### config.mk
export PLATFORM = sky130hd
export DESIGN_NAME = oss_serial_ctrl
export DESIGN_NICKNAME = d
export VERILOG_FILES = /design/src/oss_fifo.v /design/src/oss_serial_ctrl.v
export VERILOG_INCLUDE_DIRS = /design/src
export SDC_FILE = /design/constraint.sdc
export NUM_CORES = 1
export LEC_CHECK = 0
export BUFFER_PORTS_ARGS = -buffer_cell sky130_fd_sc_hd__buf_2
export CAP_MARGIN = 20
export CORE_MARGIN = 2
export CORE_UTILIZATION = 60
export DETAILED_ROUTE_END_ITERATION = 12
export PLACE_DENSITY = 0.78
export SYNTH_ARGS = -nofsm -noshare
export SYNTH_HDL_FRONTEND = slang
export SYNTH_SLANG_ARGS = --single-unit
### constraint.sdc
create_clock -name i_clk -period 4.6 [get_ports i_clk]
set_input_delay 0.23 -clock i_clk [delete_from_list [all_inputs] [get_ports i_clk]]
set_output_delay 0.23 -clock i_clk [all_outputs]
set_load 0.03 [all_outputs]
### src/oss_defs.vh
// Constants for the octal switch serial control block
// Contract
// RULE1: Command bits accepted and status shifted only while select is low.
// RULE2: Rising select edge copies shift register into the eight output latches.
// RULE3: Falling select edge loads drain status of all outputs into shift register.
// RULE4: Status driver enabled while select low, released while select high.
// RULE5: Host keeps serial clock low at every select transition.
// RULE6: Host should keep serial clock low while not selected; the host model's noise task clocks it while deselected.
// RULE7: Command input sampled into shift register on falling serial clock.
// RULE8: Status output changes on rising serial clock edge.
// RULE9: Clock and command input ignored while select is high.
// RULE10: Command one programs output off, zero on, effective at select rise.
// RULE11: Command word is eight bits, MSB first, first bit controls output 7.
// RULE12: Shift register holds eight bits, full after eight clocks.
// RULE13: Status reads one for off unfaulted, zero for on unfaulted.
// RULE14: Status sent MSB first from output 7, reflecting previous command.
// RULE15: Status output behaviour independent of clear input; the code stops status shifting while clear is low.
// RULE16: Clear low clears shift register and forces all outputs off.
// RULE17: Host holds clear low at least 250 ns; the bench releases it 24 ns after power-up.
// RULE18: Host holds clear low at power-up and on load supply drop.
// RULE19: Undriven clear defaults asserted so outputs stay off.
// RULE20: Latch disable high keeps shorted output on in current limit.
// RULE21: Latch disable low shuts only the shorted output down.
// RULE22: Host should not change command input while clock rises.
// RULE23: After load supply overvoltage outputs stay off, next status all ones.
// RULE24: Select rise starts fault delay; open-load detection only after expiry.
// RULE25: Faulted output status reads opposite to commanded state.
`ifndef OSS_DEFS_VH
`define OSS_DEFS_VH

// Word and buffer shape
`define OSS_WORD_W      8
`define OSS_CNT_W       4
`define OSS_FIFO_DEPTH  32
`define OSS_FIFO_AW     5

// Reset values
`define OSS_LATCH_RST   8'hff
`define OSS_SHIFT_RST   8'h00
`define OSS_ALL_ONES    8'hff

// Fault delay timer
`define OSS_CLK_PS      4000
`define OSS_FDLY_NS     25000
`define OSS_FDLY_CYC    ((`OSS_FDLY_NS * 1000) / `OSS_CLK_PS)
`define OSS_FDLY_W      16

`endif

### src/oss_fifo.v
// Parameterised valid/ready FIFO for received command words
`timescale 1ns/10ps
`default_nettype none

module oss_fifo #(
  parameter WIDTH = 8,
  parameter DEPTH = 32,
  parameter AW    = 5
) (
  // Clock and control
  input  wire             i_clk,
  input  wire             i_sys_rst,
  input  wire             i_ce,
  // Fill side
  input  wire             i_in_valid,
  input  wire [WIDTH-1:0] i_in_data,
  output wire             o_in_ready,
  // Drain side
  output wire             o_out_valid,
  output wire [WIDTH-1:0] o_out_data,
  input  wire             i_out_ready
);

  reg [WIDTH-1:0] mem [0:DEPTH-1];
  reg [AW-1:0]    wr_ptr;
  reg [AW-1:0]    rd_ptr;
  reg [AW:0]      count;
  wire            do_wr;
  wire            do_rd;

  // Honest full and empty from the fill count
  assign o_in_ready  = (count != DEPTH[AW:0]);
  assign o_out_valid = (count != {(AW+1){1'b0}});
  assign o_out_data  = mem[rd_ptr];
  assign do_wr       = i_in_valid & o_in_ready;
  assign do_rd       = o_out_valid & i_out_ready;

  // Storage write
  always @(posedge i_clk) begin
    if (i_ce && do_wr) begin
      mem[wr_ptr] <= i_in_data;
    end
  end

  // Pointers and count
  always @(posedge i_clk) begin
    if (i_sys_rst) begin
      wr_ptr <= {AW{1'b0}};
      rd_ptr <= {AW{1'b0}};
      count  <= {(AW+1){1'b0}};
    end else if (i_ce) begin
      if (do_wr) begin
        wr_ptr <= wr_ptr + 1'b1;
      end
      if (do_rd) begin
        rd_ptr <= rd_ptr + 1'b1;
      end
      if (do_wr && !do_rd) begin
        count <= count + 1'b1;
      end else if (do_rd && !do_wr) begin
        count <= count - 1'b1;
      end
    end
  end

endmodule // oss_fifo

`default_nettype wire

### src/oss_serial_ctrl.v
// Serial control and status logic of the eight-output low-side switch
`timescale 1ns/10ps
`default_nettype none
`include "oss_defs.vh"

module oss_serial_ctrl (
  // Clock, reset, enable
  input  wire                   i_clk,
  input  wire                   i_sys_rst,
  input  wire                   i_ce,
  // Serial link pins
  input  wire                   i_sclk,
  input  wire                   i_cs_n,
  input  wire                   i_si,
  output reg                    o_so,
  output reg                    o_so_oe,
  // Control pins
  input  wire                   i_clear_n,
  input  wire                   i_short_latch_disable,
  input  wire                   i_load_supply_ov,
  // Per-output analog conditions
  input  wire [`OSS_WORD_W-1:0] i_short,
  input  wire [`OSS_WORD_W-1:0] i_overtemp,
  input  wire [`OSS_WORD_W-1:0] i_open_load,
  // Output switch drive, one means on
  output reg  [`OSS_WORD_W-1:0] o_switch_on,
  output reg  [`OSS_WORD_W-1:0] o_current_limit,
  // Word stream of accepted commands, plus word-full and open-detect flags
  output reg                    o_cmd_valid,
  output reg  [`OSS_WORD_W-1:0] o_cmd_data,
  input  wire                   i_cmd_ready,
  output reg                    o_word_full,
  output reg                    o_open_detect_en
);

  //////////////////////////////////////////////////////////////////////////////
  // Input synchronisers

  reg [1:0] sclk_sync;
  reg [1:0] cs_sync;
  reg [1:0] si_sync;
  reg [1:0] clr_sync;
  reg [1:0] sld_sync;
  reg [1:0] ov_sync;
  reg [`OSS_WORD_W-1:0] sh_s1, sh_s2, ot_s1, ot_s2, ol_s1, ol_s2;
  reg       sclk_d;
  reg       cs_d;

  // Two flops on every pin input
  always @(posedge i_clk) begin
    if (i_sys_rst) begin
      sclk_sync <= 2'h0;
      cs_sync   <= 2'h3;
      si_sync   <= 2'h0;
      clr_sync  <= 2'h0;
      sld_sync  <= 2'h0;
      ov_sync   <= 2'h0;
      sh_s1     <= 8'h00;
      sh_s2     <= 8'h00;
      ot_s1     <= 8'h00;
      ot_s2     <= 8'h00;
      ol_s1     <= 8'h00;
      ol_s2     <= 8'h00;
      sclk_d    <= 1'b0;
      cs_d      <= 1'b1;
    end else if (i_ce) begin
      sclk_sync <= {sclk_sync[0], i_sclk};
      cs_sync   <= {cs_sync[0], i_cs_n};
      si_sync   <= {si_sync[0], i_si};
      clr_sync  <= {clr_sync[0], i_clear_n};
      sld_sync  <= {sld_sync[0], i_short_latch_disable};
      ov_sync   <= {ov_sync[0], i_load_supply_ov};
      sh_s1     <= i_short;
      sh_s2     <= sh_s1;
      ot_s1     <= i_overtemp;
      ot_s2     <= ot_s1;
      ol_s1     <= i_open_load;
      ol_s2     <= ol_s1;
      sclk_d    <= sclk_sync[1];
      cs_d      <= cs_sync[1];
    end
  end

  wire sclk_s   = sclk_sync[1];
  wire cs_n_s   = cs_sync[1];
  wire si_s     = si_sync[1];
  wire clear_n  = clr_sync[1]; // Reset loads the synchroniser low, so clear reads asserted until the pin is sampled [RULE19]
  wire sld_s    = sld_sync[1];
  wire ov_s     = ov_sync[1];

  // Edge detection on the synchronised pins
  wire sclk_rise = sclk_s & ~sclk_d;
  wire sclk_fall = ~sclk_s & sclk_d;
  wire cs_fall   = ~cs_n_s & cs_d;
  wire cs_rise   = cs_n_s & ~cs_d;
  wire selected  = ~cs_n_s & ~cs_d;  // Clock ignored while deselected [RULE9]

  //////////////////////////////////////////////////////////////////////////////
  // Core state

  reg [`OSS_WORD_W-1:0] shift;      // Status out, command in
  reg [`OSS_WORD_W-1:0] cmd_latch;  // One means off
  reg [`OSS_WORD_W-1:0] tripped;    // Latched-off shorted outputs
  reg [`OSS_CNT_W-1:0]  bit_cnt;
  reg                   ov_hold;    // Off after overvoltage until reprogrammed
  reg [`OSS_FDLY_W-1:0] fdly_cnt;
  reg                   ov_word_pend;

  // Drain status per output: high means drain high (off) [RULE13] [RULE25]
  function [`OSS_WORD_W-1:0] drain_status;
    input [`OSS_WORD_W-1:0] latch;
    input [`OSS_WORD_W-1:0] sh;
    input [`OSS_WORD_W-1:0] ot;
    input [`OSS_WORD_W-1:0] ol;
    input [`OSS_WORD_W-1:0] trip;
    input                   open_en;
    reg   [`OSS_WORD_W-1:0] on_eff;
    begin
      on_eff = ~latch & ~ot & ~trip;
      // On: short reads high; off: open load reads low once open detection is enabled
      drain_status = (on_eff & sh) | (~on_eff & ~latch) |
                     (~on_eff & latch & ~(ol & {`OSS_WORD_W{open_en}}));
    end
  endfunction

  wire [`OSS_WORD_W-1:0] status_now =
    drain_status(cmd_latch, sh_s2, ot_s2, ol_s2, tripped, o_open_detect_en);

  //////////////////////////////////////////////////////////////////////////////
  // Shift register and serial output; clear low stops shifting and holds o_so, so output is not independent of clear [RULE15]

  always @(posedge i_clk) begin
    if (i_sys_rst) begin
      shift   <= `OSS_SHIFT_RST;
      bit_cnt <= 4'h0;
      o_so    <= 1'b1;
    end else if (i_ce) begin
      if (cs_fall) begin
        // Capture status, all ones after overvoltage [RULE3] [RULE23]
        shift   <= ov_word_pend ? `OSS_ALL_ONES : status_now;
        o_so    <= ov_word_pend ? 1'b1 : status_now[`OSS_WORD_W-1]; // MSB first [RULE14]
        bit_cnt <= 4'h0;
      end else if (!clear_n) begin
        shift   <= `OSS_SHIFT_RST; // [RULE16]
        bit_cnt <= 4'h0;
      end else if (selected && sclk_fall) begin
        // Sample command in, MSB first toward output 7 [RULE7] [RULE11] [RULE1]
        shift <= {shift[`OSS_WORD_W-2:0], si_s};
        if (bit_cnt != 4'h8) begin
          bit_cnt <= bit_cnt + 4'h1; // [RULE12]
        end
      end else if (selected && sclk_rise) begin
        o_so <= shift[`OSS_WORD_W-1]; // Next bit on rising clock [RULE8]
      end
    end
  end

  // Driver enable follows select [RULE4]
  always @(posedge i_clk) begin
    if (i_sys_rst) begin
      o_so_oe     <= 1'b0;
      o_word_full <= 1'b0;
    end else if (i_ce) begin
      o_so_oe     <= ~cs_n_s;
      o_word_full <= (bit_cnt == 4'h8);
    end
  end

  //////////////////////////////////////////////////////////////////////////////
  // Output latches, protection and overvoltage

  wire latch_now = cs_rise & clear_n;

  always @(posedge i_clk) begin
    if (i_sys_rst) begin
      cmd_latch    <= `OSS_LATCH_RST;
      tripped      <= 8'h00;
      ov_hold      <= 1'b0;
      ov_word_pend <= 1'b0;
    end else if (i_ce) begin
      if (!clear_n) begin
        cmd_latch <= `OSS_LATCH_RST; // All off [RULE16]
        tripped   <= 8'h00;
      end else if (ov_s) begin
        cmd_latch    <= `OSS_LATCH_RST; // [RULE23]
        ov_hold      <= 1'b1;
        ov_word_pend <= 1'b1;
      end else if (latch_now) begin
        cmd_latch <= shift;  // One programs off [RULE2] [RULE10]
        // Short still present on an output commanded on trips at once while latch disable is low
        tripped   <= sh_s2 & ~shift & {`OSS_WORD_W{~sld_s}}; // [RULE21]
        ov_hold   <= 1'b0;
      end else begin
        // Latch off only the shorted output when latch disable low [RULE21]
        tripped <= tripped | (sh_s2 & ~cmd_latch & {`OSS_WORD_W{~sld_s}});
      end
      if (cs_fall && !ov_s) begin
        ov_word_pend <= 1'b0;
      end
    end
  end

  // Switch drive and current-limit flags [RULE20]
  always @(posedge i_clk) begin
    if (i_sys_rst) begin
      o_switch_on     <= 8'h00;
      o_current_limit <= 8'h00;
    end else if (i_ce) begin
      o_switch_on     <= ~cmd_latch & ~tripped & ~ot_s2 & {`OSS_WORD_W{~ov_hold}};
      o_current_limit <= ~cmd_latch & ~ot_s2 & sh_s2 & {`OSS_WORD_W{sld_s}};
    end
  end

  //////////////////////////////////////////////////////////////////////////////
  // Fault delay timer gating open-load detection [RULE24]

  // Load value, cut on purpose to the timer width
  wire [31:0] fdly_load = `OSS_FDLY_CYC;

  // Every select rise restarts the delay, even under clear

  always @(posedge i_clk) begin
    if (i_sys_rst) begin
      fdly_cnt         <= 16'h0000;
      o_open_detect_en <= 1'b0;
    end else if (i_ce) begin
      if (cs_rise) begin
        fdly_cnt         <= fdly_load[`OSS_FDLY_W-1:0];
        o_open_detect_en <= 1'b0;
      end else if (fdly_cnt != 16'h0000) begin
        fdly_cnt <= fdly_cnt - 16'h0001;
      end else begin
        o_open_detect_en <= 1'b1;
      end
    end
  end

  //////////////////////////////////////////////////////////////////////////////
  // Command word stream through the FIFO

  wire                   fifo_in_ready;
  wire                   fifo_out_valid;
  wire [`OSS_WORD_W-1:0] fifo_out_data;
  wire                   pop = fifo_out_valid & (~o_cmd_valid | i_cmd_ready);

  oss_fifo #(
    .WIDTH (`OSS_WORD_W),
    .DEPTH (`OSS_FIFO_DEPTH),
    .AW    (`OSS_FIFO_AW)
  ) u_fifo (
    .i_clk       (i_clk),
    .i_sys_rst   (i_sys_rst),
    .i_ce        (i_ce),
    .i_in_valid  (latch_now),
    .i_in_data   (shift),
    .o_in_ready  (fifo_in_ready),
    .o_out_valid (fifo_out_valid),
    .o_out_data  (fifo_out_data),
    .i_out_ready (pop)
  );

  // Registered output stage of the stream
  always @(posedge i_clk) begin
    if (i_sys_rst) begin
      o_cmd_valid <= 1'b0;
      o_cmd_data  <= 8'h00;
    end else if (i_ce) begin
      if (pop) begin
        o_cmd_valid <= 1'b1;
        o_cmd_data  <= fifo_out_data;
      end else if (i_cmd_ready) begin
        o_cmd_valid <= 1'b0;
      end
    end
  end

  // A full FIFO drops the log entry only; the latch still updates
  wire unused_ready = fifo_in_ready;

endmodule // oss_serial_ctrl

`default_nettype wire

# Yosys cells after proc, flatten, opt, wreduce, memory -nomap -nowiden
# Memories as Yosys holds them, arrays and structs flattened. A register that Yosys moved wholly into a read port is not among the register bits.
# Index checks and enable logic that the tools add are counted.
# totals
mem_bits_rw	256
out_inout_bits	29
elab_cells	156
memories	1
reg_bits	145
input_bits	34
# mem_list
name	words	word_bits	rd	rd_clocked_by_memory_dff	wr	line	rtl
u_fifo.mem	32	8	1	1	1	oss_fifo.v:24	reg [WIDTH-1:0] mem [0:DEPTH-1];
# classes
mux	34
n_reduce_logical	33
n_eq_ne	9
addsub	6
bitwise	42
# ops
operator	n
8-bit bitwise AND	16
8-bit two-way mux	10
8-bit inverter	6
16-bit two-way mux	2
8-bit bitwise OR	3
2-bit AND reduction	10
1-bit two-way mux	16
4-bit two-way mux	4
16-bit nonzero test	1
2-bit nonzero test	8
16-bit by 1-bit subtractor with 16-bit output (second input constant)	1
6-bit two-way mux	2
5-bit by 1-bit adder with 5-bit output (second input constant)	2
1-bit bitwise AND	9
3-bit by 1-bit != test with 1-bit output (second input constant)	3
3-bit AND reduction	3
1-bit inverter	7
6-bit by 1-bit adder with 6-bit output (second input constant)	1
1-bit logical AND	6
2-bit != test (second input constant)	3
6-bit != test (second input constant)	1
6-bit nonzero test	1
6-bit by 1-bit subtractor with 6-bit output (second input constant)	1
4-bit by 1-bit adder with 4-bit output (second input constant)	1
5 further kinds	7

# Depth between registers and ports, before layout
# logic_depth
word_depth	9
mapped_depth	11
ltp_nobuf	11

# Cells and area by module
# From an unflattened synthesis, not the netlist that was laid out.
# unflattened
cells_unflattened	1244
area_unflattened_um2	16827.4
# by_module_without_submodules
module	n_inst	seq_area_each_um2	area_per_inst_um2	cells_each
oss_fifo	1	8107.8	11145.7	634
oss_serial_ctrl	1	2742.6	5681.7	610

# Least setup slack after synthesis
# OpenSTA, ideal clock, no wires.
# synth_timing
kind	reg2reg
from	register u_fifo.count[1]
to	register u_fifo.count[5]
setup_slack_ns	1.767
synth_period_minus_slack_ns	2.833
required_ns	4.479
setup_time_ns	0.121
n_path_buf	0
path_stages_with_launch	12
arrival_ns	2.712
cell_sequence	dfxtp_1 -> or4_4 -> or2_1 -> o21ai_0 -> ha_1 -> inv_1 -> ha_1 -> a21o_1 -> a21oi_1 -> o21ai_0 -> nand3_1 -> mux2_2
# synth_between
elab_chain_len	7
word_cells_on_any_way	15
cone_classes	add/sub (2); eq/ne (1); mux (2); bitwise (3); reduce/logical (7)
# synth_lines
element	line	rtl
start: declaration	oss_fifo.v:27	reg [AW:0] count;
start signal: assignment	oss_fifo.v:50	count <= {(AW+1){1'b0}};
start signal: assignment	oss_fifo.v:59	count <= count + 1'b1;
start signal: assignment	oss_fifo.v:61	count <= count - 1'b1;
parallel branches: the longest is 7 deep, another holds 6-bit by 1-bit subtractor with 6-bit output	-	
# Several ways; the timed one is not identified. The select of a mux whose other input is x is not followed.
# A chain may end at the register's enable or synchronous reset.

# Worst setup path after layout
# layout_timing
from	register clr_sync[1]
to	register u_fifo.count[5]
# layout_between
elab_chain_len	6
word_cells_on_any_way	8
cone_classes	mux (1); bitwise (2); reduce/logical (5)
# layout_lines
element	line	rtl
start: declaration	oss_serial_ctrl.v:42	reg [1:0] clr_sync;
start signal: assignment	oss_serial_ctrl.v:70	clr_sync <= {clr_sync[0], i_clear_n};
1-bit bitwise AND (*)	oss_serial_ctrl.v:172	wire latch_now = cs_rise & clear_n;
1-bit bitwise AND (*)	oss_fifo.v:35	assign do_wr = i_in_valid & o_in_ready;
1-bit logical NOT	oss_fifo.v:60	end else if (do_rd && !do_wr) begin
1-bit logical AND	oss_fifo.v:60	
2-bit nonzero test (no line)	-	
2-bit AND reduction (no line)	-	
# Every way passes the cells marked *; elsewhere a longest branch is shown, timed or not.

==> out/metrics.cfg <==
[timing]
setup_viol = 0
rsz0062_at_grt = no
slew_viol_final = 0
finalClockSkew_ns = 0.0193
finalHoldViolations = 0
fmax_mhz = 295
tns_ns = 0
fin_crit_ns = 3.40
setup_ws_ns = 1.20
tightest_slew_ns = 1.12
fin_crit_sh_pct = 73.8
slew-limit-headroom_pct = 25.0

[clocking]
insertion_delay_ns = 0.53
cts.root.buffer_cell = clkbuf_16
cts_max_level = 2
cts_inserted_buffers = 39
postCtsSetupRepairBufs = 0
hold_buffers = 31
cts_buffer_depth = 3
tritoncts = yes
clk_pin_slew_ns = 0.06
cts_resized = 0
cts_sinks = 409

[synth]
synth_edf_count = 256
ys_types = 65
ys.flop_type = edfxtp_1
synth_top_cell_by_area = edfxtp_1
synth_most_common_cell = edfxtp_1
syn_nets = 1211
syn_area_per_cell_um2 = 14.0
synth-warning-count = 0
synth_top_cells_by_area = edfxtp_1 47%, dfxtp_1 19%, mux4_2 6.8%
yosysSeqAreaShare_pct = 66.0
postSynth.asyncResetShare_pct = 0
ys_top_cells_by_count = 256 x edfxtp_1, 163 x nor2_1, 153 x dfxtp_1
ys_seq_elements = 409
syn_inst = 1162
synth_top_area_share_pct = 47.2
netlist_area_um2 = 16300

[layout]
fin_util_pct = 68.9
final_nets = 1295
n_fill_cell = 1778
drive_above_1_share_pct = 15.2
syn_to_final_growth_pct = 13.3
insertedDiodeCount = 0
finalInstanceArea_um2 = 18500

[critical_path]
r2r_cells = 10
critPathLaunchType = flip-flop
worstPathBufferInverterCount = 1
rrSetupSlack_ns = 1.20
startpoint = clr_sync[1]$_SDFFE_PP0P_
cp_cell_sequence = nand2_1, a21oi_1, ha_1, inv_1, ha_1, a21o_1, a21oi_1, o21ai_0, nand3_1, mux2_2
cp_max_fo = 21
worstSetupEndpointType = flip-flop
crit_end = u_fifo.count[5]$_SDFFE_PP0P_
slowest_delay_ns = 0.78
cp.depth = 10
crit_slowest_cell = dfxtp_1
worst_path_dominant_cell_family = compound AO/OA/AOI/OAI gates
critPathKind = flip-flop to flip-flop
cp.required_ns = 5.01
r2r-start = clr_sync[1]$_SDFFE_PP0P_
arrival_ns = 3.80
worstReg2RegEnd = u_fifo.count[5]$_SDFFE_PP0P_

[place]
gp_congestion = 0.818
hpwl_um = 21300
place_ws_ns = 1.29
post_dp_cell_area_um2 = 16900
io_buffers = 62

[outcome]
status = complete, no violations

[global_route]
grt_usage_pct = 24.5
overflow = 0
grt_max_degree = 70
grt_pass1_wl_um = 54100
grt_pass1_vias = 9851
antenna_found_initial = 0

[route]
vias_per_cell = 6.11
wirelength_um = 34300
wl_met3_um = 1630
top_layer = met4
drt_first_pass_iters = 6
drtAntennaViolNets = 0
post_drt_wl_per_cell_um = 21.3
drt_iter0_drc = 861
vias = 9875
met1_length_um = 14700
wl_met2_um = 17100
drc_errors = 0

[floorplanning]
rows = 60
die_x_um = 169
die_h_um = 169
core_um2 = 26800
num_io_pins = 63
dieArea_um2 = 28500
initial_core_util_pct = 60.8

[worst_hold_path]
hold_path.class = input port to flip-flop

[pwr]
ir_drop_uv = 336
power.leakage_nw = 6.58
powerDensity_nw_per_um2 = 484

[run]
maxCapViolations = 0

-- registers in the layout, indices dropped and copies added, names as in the netlist, 4 cells and up --
name             count
u_fifo.wr_ptr        5
fdly_cnt            16
o_current_limit      8
tripped              8
ol_s1                8
o_cmd_data           8
u_fifo.count         6
bit_cnt              4
sh_s2                8
shift                8
ol_s2                8
o_switch_on          8
u_fifo.rd_ptr        5
ot_s2                8
ot_s1                8
u_fifo.mem         256
cmd_latch            8
sh_s1                8
-- report_power, final --
group	switching (mW)	internal [mW]
Clock	1.30	1.86
Sequential	0.239	4.06
Combinational	0.817	0.659
-- per-layer routing --
| metal | vias up | GRT usage (%) |
|---|---|---|
| met1 | 4874 | 32.4 |
| met2 | 308 | 42.0 |
| li1 | 4627 | - |
| met5 | - | 0 |
| met4 | 0 | 8.21 |
| met3 | 66 | 3.67 |
-- through the flow --
step | total power, mW | std cells | hold WS (ns)
2_1_floorplan | 5.46 | 1162 | 0.358
3_3_place_gp | 5.77 | 1513 | 0.437
3_5_place_dp | 5.82 | 1514 | 0.441
4_1_cts | 8.96 | 1615 | 0.126
5_1_grt | 9.28 | 1616 | 0.164
6_report | 8.94 | 1616 | 0.142
-- placed cells by master, fill, tap and decap left out, types with 7 or more instances in the layout --
cell type,instances
xor2_1,9
a221o_1,9
nand3_1,16
a21oi_1,49
nand2_1,42
clkbuf_16,40
a32o_1,8
buf_2,60
dlygate4sd3_1,31
clkbuf_1,10
ha_1,14
nor3_1,7
a31oi_1,12
a311oi_1,7
dfxtp_1,152
xnor2_1,8
a32oi_1,16
a22oi_1,8
o21ai_0,25
nand2b_1,8
o221ai_1,15
inv_1,13
buf_4,14
mux2i_1,109
nor2_1,163
mux4_2,49
nor4_1,21
edfxtp_1,256
-- area by class of cell --
cell class / count / area (um^2) / area share (%)
flip-flops and latches: 409 / 10800 / 58.3
multi-input cells: 674 / 5210 / 28.2
clock buffers: 56 / 1120 / 6.07
repair buffers: 108 / 752 / 4.07
well taps: 341 / 427 / 2.31
clock inverters: 14 / 144 / 0.780
inverters: 14 / 52.6 / 0.285
-- worst min-delay path by stage --
stage                               startpoint                 endpoint  cells past startpoint
after floorplan                         i_cs_n  cs_sync[0]$_SDFFE_PP1P_                      2
after global placement    o_so_oe$_SDFFE_PP0P_     o_so_oe$_SDFFE_PP0P_                      1
after detailed placement  o_so_oe$_SDFFE_PP0P_     o_so_oe$_SDFFE_PP0P_                      1
after CTS                                 i_ce        cs_d$_SDFFE_PP1P_                      2
after global routing                      i_ce     o_so_oe$_SDFFE_PP0P_                      2
final                                     i_ce        cs_d$_SDFFE_PP1P_                      2
-- kinds of logic (layout without fill, tap and decap cells) --
group | count (synthesis) | after routing | synth area share [%]
AOI/OAI and AO/OA | 179 | 179 | 7.69
xor gates and xnor gates | 17 | 17 | 0.914
adders and majority gates | 15 | 15 | 1.20
and+or+nand+nor | 304 | 304 | 8.63
buffers and inverters | 79 | 192 | 2.05
DFF | 409 | 409 | 66.0
muxes | 159 | 159 | 13.5
Power figures use the tool's default switching activity.
